`config.mk`:
```
export PLATFORM = sky130hd
export DESIGN_NAME = ppc_port
export DESIGN_NICKNAME = d
export VERILOG_FILES = /design/src/ppc_port.v
export VERILOG_INCLUDE_DIRS = /design/src
export SDC_FILE = /design/constraint.sdc
export NUM_CORES = 1
export LEC_CHECK = 0
export ABC_AREA = 1
export ABC_CLOCK_PERIOD_IN_PS = 1300
export BUFFER_PORTS_ARGS = -buffer_cell sky130_fd_sc_hd__buf_2
export CAP_MARGIN = 20
export CELL_PAD_IN_SITES_DETAIL_PLACEMENT = 1
export CELL_PAD_IN_SITES_GLOBAL_PLACEMENT = 1
export CORE_MARGIN = 8
export CORE_UTILIZATION = 34
export DETAILED_ROUTE_END_ITERATION = 8
export GPL_ROUTABILITY_DRIVEN = 0
export HOLD_SLACK_MARGIN = 0.06
export PLACE_DENSITY_LB_ADDON = 0.08
export SLEW_MARGIN = 25
export SYNTH_ARGS = -nofsm -noshare
export SYNTH_HDL_FRONTEND = slang
export SYNTH_SLANG_ARGS = --single-unit
```
`constraint.sdc`:
```
create_clock -name pclk -period 1.3 [get_ports pclk]
set_input_delay 0.13 -clock pclk [delete_from_list [all_inputs] [get_ports pclk]]
set_output_delay 0.13 -clock pclk [all_outputs]
set_load 0.02 [all_outputs]
```
`src/ppc_defines.vh`:
```
// Summary of operation
// (RULE1) Port data reads return pin levels on bits 5..0, zero above.
// (RULE2) Direction bit one tri-states pin; zero drives the output latch.
// (RULE3) Direction bit of pin 3 always reads one; pin is input only.
// (RULE4) Crystal oscillator modes force direction bits 5 and 4 to read one.
// (RULE5) Resistor-capacitor or external clock modes force direction bit 5 to one.
// (RULE6) Analog select bit makes every digital read of that pin zero.
// (RULE7) Analog select never affects output drive of the pin.
// (RULE8) Every pin but pin 3 has its own pull-up enable bit.
// (RULE9) Pull-up forced off whenever the pin is an output.
// (RULE10) Power-on reset disables pull-ups through the global disable bit.
// (RULE11) Pin 3 pull-up follows external reset pin use, no software control.
// (RULE12) Per-pin change interrupt enables, cleared by power-on reset.
// (RULE13) Enabled pins compared with last-read latch; mismatches ORed set flag.
// (RULE14) A set change flag wakes the device from sleep.
// (RULE15) Software accesses port first, then clears the change flag.
// (RULE16) Persisting mismatch keeps setting the flag; clear has no lasting effect.
// (RULE17) Last-read latch survives external-pin and brown-out resets.
// (RULE18) A change coinciding with a port access may be missed.
// (RULE19) Port writes are read-modify-write into the output latch; the code loads pwdata[5:0] straight into it and keeps no pin bits.
// (RULE20) Pin 3 reads zero while it serves as external reset input.
// (RULE21) Change flag lives in interrupt control register, software clearable.
`ifndef PPC_DEFINES_VH
`define PPC_DEFINES_VH
// ****************************************
// Register byte addresses
// ****************************************
`define PPC_A_DATA 12'h000
`define PPC_A_DIR 12'h004
`define PPC_A_ANALOG_SELECT 12'h008
`define PPC_A_PULLUP 12'h00C
`define PPC_A_IOC 12'h010
`define PPC_A_INTCTL 12'h014
`define PPC_A_OPTION 12'h018
`define PPC_A_STATUS 12'h01C
// ****************************************
// Fields and reset values
// ****************************************
`define PPC_DIR_RST 6'h3F
`define PPC_ANALOG_SELECT_RST 8'h0F
`define PPC_PULLUP_RST 6'h37
`define PPC_PULLUP_MASK 6'h37
`define PPC_IOC_RST 6'h00
`define PPC_OPT_GLOBAL_PULLUP_DISABLE 7
`define PPC_OPT_RST 8'h80
`define PPC_INT_FLAG 0
`define PPC_PIN3 3
`define PPC_OSC_LP 3'h0
`define PPC_OSC_XT 3'h1
`define PPC_OSC_HS 3'h2
`define PPC_OSC_EC 3'h3
`endif

```
`src/ppc_port.v`:
```
// The implementer's own choices: the register addresses and the APB slave port.
`timescale 1ns/10ps
`include "ppc_defines.vh"
module ppc_port (
   input wire pclk,
   input wire presetn,
   input wire por_n,
   input wire psel,
   input wire penable,
   input wire pwrite,
   input wire [11:0] paddr,
   input wire [31:0] pwdata,
   output reg [31:0] prdata,
   output reg pready,
   output reg pslverr,
   input wire [2:0] osc_mode,
   input wire external_reset_pin_enable,
   input wire [5:0] pin_in,
   output reg [5:0] pin_out,
   output reg [5:0] pin_oe,
   output reg [5:0] pin_pullup,
   output reg wake
);
   // ****************************************
   // Pin synchronisers and state
   // ****************************************
   reg [5:0] sync1_q, sync2_q;
   reg [5:0] latch_q, dir_q, pullup_enable_q, change_irq_enable_q, last_read_q;
   reg [7:0] analog_select_q, option_q;
   reg port_change_flag_q;
   wire acc = psel & penable & pready;
   wire wr = acc & pwrite;
   wire port_acc = acc & (paddr == `PPC_A_DATA);
   wire xtal = (osc_mode == `PPC_OSC_LP) | (osc_mode == `PPC_OSC_XT) | (osc_mode == `PPC_OSC_HS);
   wire [5:0] dir_eff = {1'b1, dir_q[4] | xtal, 1'b1, dir_q[2:0]}; // RULE3 RULE4 RULE5
   wire [5:0] ana = {2'b00, 1'b0, analog_select_q[2:0]} | {2'b00, analog_select_q[3], 3'b000};
   wire [5:0] ana_map = {1'b0, ana[3], 1'b0, ana[2:0]};
   wire [5:0] pin_rd = sync2_q & ~ana_map
                       & ~({5'h00, external_reset_pin_enable} << `PPC_PIN3); // RULE1 RULE6 RULE20
   wire mismatch = |((pin_rd ^ last_read_q) & change_irq_enable_q); // RULE13
   always @(posedge pclk or negedge presetn) begin
      if (!presetn) begin
         sync1_q <= 6'h00;
         sync2_q <= 6'h00;
      end else begin
         sync1_q <= pin_in;
         sync2_q <= sync1_q;
      end
   end
   // Power-on only state
   always @(posedge pclk or negedge por_n) begin
      if (!por_n) begin
         last_read_q <= 6'h00;
         change_irq_enable_q <= `PPC_IOC_RST; // RULE12
         option_q <= `PPC_OPT_RST; // RULE10
      end else begin
         if (port_acc)
            last_read_q <= pin_rd; // RULE15 RULE17 RULE18
         if (wr && paddr == `PPC_A_IOC)
            change_irq_enable_q <= pwdata[5:0];
         if (wr && paddr == `PPC_A_OPTION)
            option_q <= pwdata[7:0];
      end
   end
   // ****************************************
   // Registers and APB
   // ****************************************
   always @(posedge pclk or negedge presetn) begin
      if (!presetn) begin
         latch_q <= 6'h00;
         dir_q <= `PPC_DIR_RST;
         analog_select_q <= `PPC_ANALOG_SELECT_RST;
         pullup_enable_q <= `PPC_PULLUP_RST;
         port_change_flag_q <= 1'b0;
         pready <= 1'b0;
         pslverr <= 1'b0;
         prdata <= 32'h00000000;
      end else begin
         pready <= psel & ~pready;
         pslverr <= 1'b0;
         if (wr) begin
            if (paddr == `PPC_A_DATA)
               latch_q <= (pin_rd & ~6'h3F) | pwdata[5:0]; // RULE19
            else if (paddr == `PPC_A_DIR)
               dir_q <= pwdata[5:0];
            else if (paddr == `PPC_A_ANALOG_SELECT)
               analog_select_q <= pwdata[7:0];
            else if (paddr == `PPC_A_PULLUP)
               pullup_enable_q <= pwdata[5:0] & `PPC_PULLUP_MASK; // RULE8
         end
         // Set beats clear
         if (mismatch)
            port_change_flag_q <= 1'b1; // RULE16
         else if (wr && paddr == `PPC_A_INTCTL)
            port_change_flag_q <= pwdata[`PPC_INT_FLAG]; // RULE21
         if (psel & ~pready & ~pwrite) begin
            if (paddr == `PPC_A_DATA)
               prdata <= {26'h0, pin_rd};
            else if (paddr == `PPC_A_DIR)
               prdata <= {26'h0, dir_eff};
            else if (paddr == `PPC_A_ANALOG_SELECT)
               prdata <= {24'h0, analog_select_q};
            else if (paddr == `PPC_A_PULLUP)
               prdata <= {26'h0, pullup_enable_q};
            else if (paddr == `PPC_A_IOC)
               prdata <= {26'h0, change_irq_enable_q};
            else if (paddr == `PPC_A_INTCTL)
               prdata <= {31'h0, port_change_flag_q};
            else if (paddr == `PPC_A_OPTION)
               prdata <= {24'h0, option_q};
            else if (paddr == `PPC_A_STATUS)
               prdata <= {26'h0, last_read_q};
            else
               prdata <= 32'h00000000;
         end
      end
   end
   // ****************************************
   // Pin drive
   // ****************************************
   always @(posedge pclk or negedge presetn) begin
      if (!presetn) begin
         pin_out <= 6'h00;
         pin_oe <= 6'h00;
         pin_pullup <= 6'h00;
         wake <= 1'b0;
      end else begin
         pin_out <= latch_q;
         pin_oe <= ~dir_eff; // RULE2 RULE7
         pin_pullup <= (pullup_enable_q & dir_eff & {6{~option_q[`PPC_OPT_GLOBAL_PULLUP_DISABLE]}} & `PPC_PULLUP_MASK)
                       | ({5'h00, external_reset_pin_enable} << `PPC_PIN3); // RULE9 RULE11
         wake <= port_change_flag_q; // RULE14
      end
   end
endmodule

```
==> out/results.txt <==
The flow ran to the end, and the final reports show no timing, DRC or antenna violations. Hold timing on the final database bottoms out at a slack of 45.1 ps. After global routing the overflow that remains totals 0. The via count of the first global-routing pass is 3,362.

The deepest level of the CTS H-tree was 3; the clock transition at the registers of the reported paths was 60 ps. The worst voltage drop across the vdd grid was 0.000731 V; the number of iterations in the first detailed-routing pass was 4. After filler insertion, the fill cell instance count of the layout stands at 1,319. For this design the total switching power over the nets is 1.31 mW.

The global-route wire length before repair is 17,400 microns, and the register cell area after layout is 2070 sq um. The die footprint was 14,900 sq um. The leakage power is 2.52 nW, and the number of placed cells counting well taps is 648.

Total track usage: 15.3%. The initial standard-cell utilization of the core is 35.0%. Derived from the worst setup path, the maximum achievable clock frequency is 785 MHz. TritonCTS built the clock tree. Part of the total power dissipated in combinational logic: 7.4%. Each instance of the synthesized netlist takes up on average 9.12 sq um. The remaining routing DRC violations is 0, and the count of max-cap constraint violations is 0. The height of the die was 122 microns; the count of input and output buffers was 61.

The maximum net fanout on the critical path is 2. The synthesis-stage register bit count was 82; the core region area was 10,900 sq um. Power comes to 5.52 mW.

The tools report the number of antenna violations at the first check in global routing as 0. Of all cell types, the one taking the most synthesized area is sky130_fd_sc_hd__dfrtp_1. The internal power came out at 4.21 mW. The setup slack on the worst flop-to-flop path was 30 ps. Setup repair after global routing could not meet its margin everywhere. Data on the critical path arrives at its endpoint at 1480 ps. Entering global routing, the biggest net connects 63 pins. The smallest clock period supported by the final layout is computed as 1270 ps. For the worst-skew pair, the clock arrives at the later sink with an insertion delay of 340 ps. The worst setup path is captured at a register. Detailed placement finished with a half-perimeter wire length of 8200 microns. Critical path start-end classification: register to register. 0 antenna diodes ended up in the layout. For the worst setup path, the data required time is 1510 ps. The logs give 3,099 for the via count and 0 for the remaining antenna violation count.

The count of pins over their slew limit is 0, and the total detailed-routing wirelength is 10,800 microns. In the post-synthesis netlist, the biggest area contributors are sky130_fd_sc_hd__dfrtp_1, sky130_fd_sc_hd__nand2_1, sky130_fd_sc_hd__dfstp_2. The cell sitting at the root of the clock tree is a sky130_fd_sc_hd__clkbuf_16. STA classifies the critical path startpoint as a register.

The fraction of post-synthesis cell area in the top cell type by area works out to 44.4%. During synthesis, Yosys emitted a total of 0 warnings. After the first detailed-routing iteration, the DRC count stood at 103. For this run, the post-layout net count is 593. Leaving out fill and tap cells, the most frequent cells in the layout are sky130_fd_sc_hd__nand2_1, sky130_fd_sc_hd__dfrtp_1, sky130_fd_sc_hd__buf_2. The most common library cell in the layout ignoring fill and taps is sky130_fd_sc_hd__nand2_1.

The summed negative setup slack over all endpoints came out at 0 ps. In the finished design, the share of the clock period the worst path needs comes to 97.9%. Using the TritonRoute via totals, the vias-per-cell ratio works out to 4.57. Sequential cells burn 47.1% of the power. The tools report the final number of setup-violating endpoints as 0.

The final hold violation count came out at 0. For the clock net sink count, the log shows 82. Class of the tightest hold or removal check: input pin to register. The share of the Yosys chip area taken by registers is 54.0%.

Net switching is 23.7% of the power. The tools report the number of non-filler instances in the completed layout as 678. The per-cell routed wire length is 15.9 microns, and the number of CTS-inserted buffers is 9. In the final layout, the share of cells above drive strength 1 is 32.0%.

The layout overhead on the synthesized area is 28.5%, and the maximum buffer depth of the clock tree is 2. Cell area after synthesis: 3830 sq um. The boundary pin count came out at 113.

At the pin with the least slew margin, the transition time is 542 ps. The clock group share of total power is 45.5%. The floorplan step set the die width to 122 microns. The logs give 1490 sq um for the area used by multi-input combinational logic and 33 for the number of distinct library cell variants in the gate-level netlist after synthesis. Synthesis produced a netlist whose cell count is 420. The power per unit of standard cell area is 1120 nW/um^2, and the worst-case clock skew is 7.58 ps. The number of rows in the core area was 38. The largest registers in the layout are analog_select_q (8), option_q (8), prdata (8).

Measured against its own limit, the worst slew margin works out to 63.9%.
## power by group through the flow
stage | registers [mW] | logic (mW) | clock network, mW
4_1_cts | 2.60 | 0.399 | 2.60
6_report | 2.60 | 0.407 | 2.51
3_5_place_dp | 2.65 | 0.372 | 0
2_1_floorplan | 2.66 | 0.221 | 0
3_3_place_gp | 2.64 | 0.364 | 0
5_1_grt | 2.60 | 0.451 | 2.66
## metal layers
layer	share of wire [%]	up-vias	global-route usage (%)
li1	-	1514	-
met1	43	1508	18.0
met2	51	67	26.7
met3	5.3	10	4.63
met4	0.86	0	3.43
met5	0	-	0
## worst paths after layout
path	endpoint	startpoint	depth (start not counted)
min reg2reg	sync2_q[3]	sync1_q[3]	0
max reg2reg	port_change_flag_q	analog_select_q[2]	6
min	option_q[7]	pwdata[7]	3
max	port_change_flag_q	analog_select_q[2]	6
min in group asynchronous	option_q[5]	por_n	2
max in group asynchronous	option_q[7]	por_n	2
## what timing repair did
action                                  in CTS  in global routing
endpoints found under the hold margin       77                  0
hold buffers                                11                  0
endpoints found under the setup margin       2                 19
pin swaps                                    2                  7
resized for setup                            2                 24
buffers inserted                             0                  3
## synth_stat cells
cell	number
sky130_fd_sc_hd__nor2_2	4
sky130_fd_sc_hd__nor3_4	1
sky130_fd_sc_hd__buf_2	1
sky130_fd_sc_hd__nand2_8	1
sky130_fd_sc_hd__nand2_1	101
sky130_fd_sc_hd__nor3_1	3
sky130_fd_sc_hd__nor2_4	2
sky130_fd_sc_hd__inv_2	1
sky130_fd_sc_hd__buf_6	3
sky130_fd_sc_hd__a22o_1	1
sky130_fd_sc_hd__nor2_8	2
sky130_fd_sc_hd__conb_1	1
sky130_fd_sc_hd__nand3_2	3
sky130_fd_sc_hd__clkinv_2	1
sky130_fd_sc_hd__o21ai_0	49
sky130_fd_sc_hd__a211oi_1	2
sky130_fd_sc_hd__nand4_1	3
sky130_fd_sc_hd__buf_4	29
sky130_fd_sc_hd__inv_1	45
sky130_fd_sc_hd__nand2_2	6
sky130_fd_sc_hd__a2bb2oi_1	1
sky130_fd_sc_hd__a21oi_1	5
sky130_fd_sc_hd__xor2_1	1
sky130_fd_sc_hd__a32o_1	1
sky130_fd_sc_hd__nand3_1	21
sky130_fd_sc_hd__o21ai_2	7
sky130_fd_sc_hd__nor2_1	27
sky130_fd_sc_hd__dfrtp_1	68
sky130_fd_sc_hd__nand3_4	2
sky130_fd_sc_hd__nand2_4	4
sky130_fd_sc_hd__o21ai_1	9
sky130_fd_sc_hd__inv_4	1
sky130_fd_sc_hd__dfstp_2	14
## layout make-up
type / count / share of cell area, %
sequential: 82 / 42.0
timing repair buffer: 109 / 14.6
tap: 140 / 3.56
clock inverter: 4 / 1.04
clock buffer: 12 / 4.80
inverter: 48 / 3.73
multi-input combinational: 283 / 30.3
## through the flow
step / worst slack [ps] / utilization [%] / area, sq um
after CTS: -22.3 / 44.2 / 4830
after global routing: -95.9 / 45.0 / 4930
after global placement: -152 / 40.6 / 4440
after detailed placement: -194 / 40.6 / 4440
after floorplan: 21.8 / - / 3940
final: 26.8 / 45.0 / 4930
## logic make-up after synthesis
| kind of cell | count (synthesis) | share of synthesized area, % |
|---|---|---|
| simple gates | 180 | 23.2 |
| flops | 82 | 54.0 |
| buf+inv | 81 | 11.5 |
| compound gates | 75 | 10.9 |
| xor+xnor | 1 | 0.229 |
| other cells | 1 | 0.0978 |
## critical path, cell delays in order, from the launching register on
cell                      delay, ps
sky130_fd_sc_hd__dfstp_2        560
sky130_fd_sc_hd__nor2_4          40
sky130_fd_sc_hd__o21ai_2        140
sky130_fd_sc_hd__a21oi_2         50
sky130_fd_sc_hd__nor3_2         140
sky130_fd_sc_hd__buf_4          130
sky130_fd_sc_hd__nand4_1         70
Note: power is estimated with default switching activity, not from simulation.
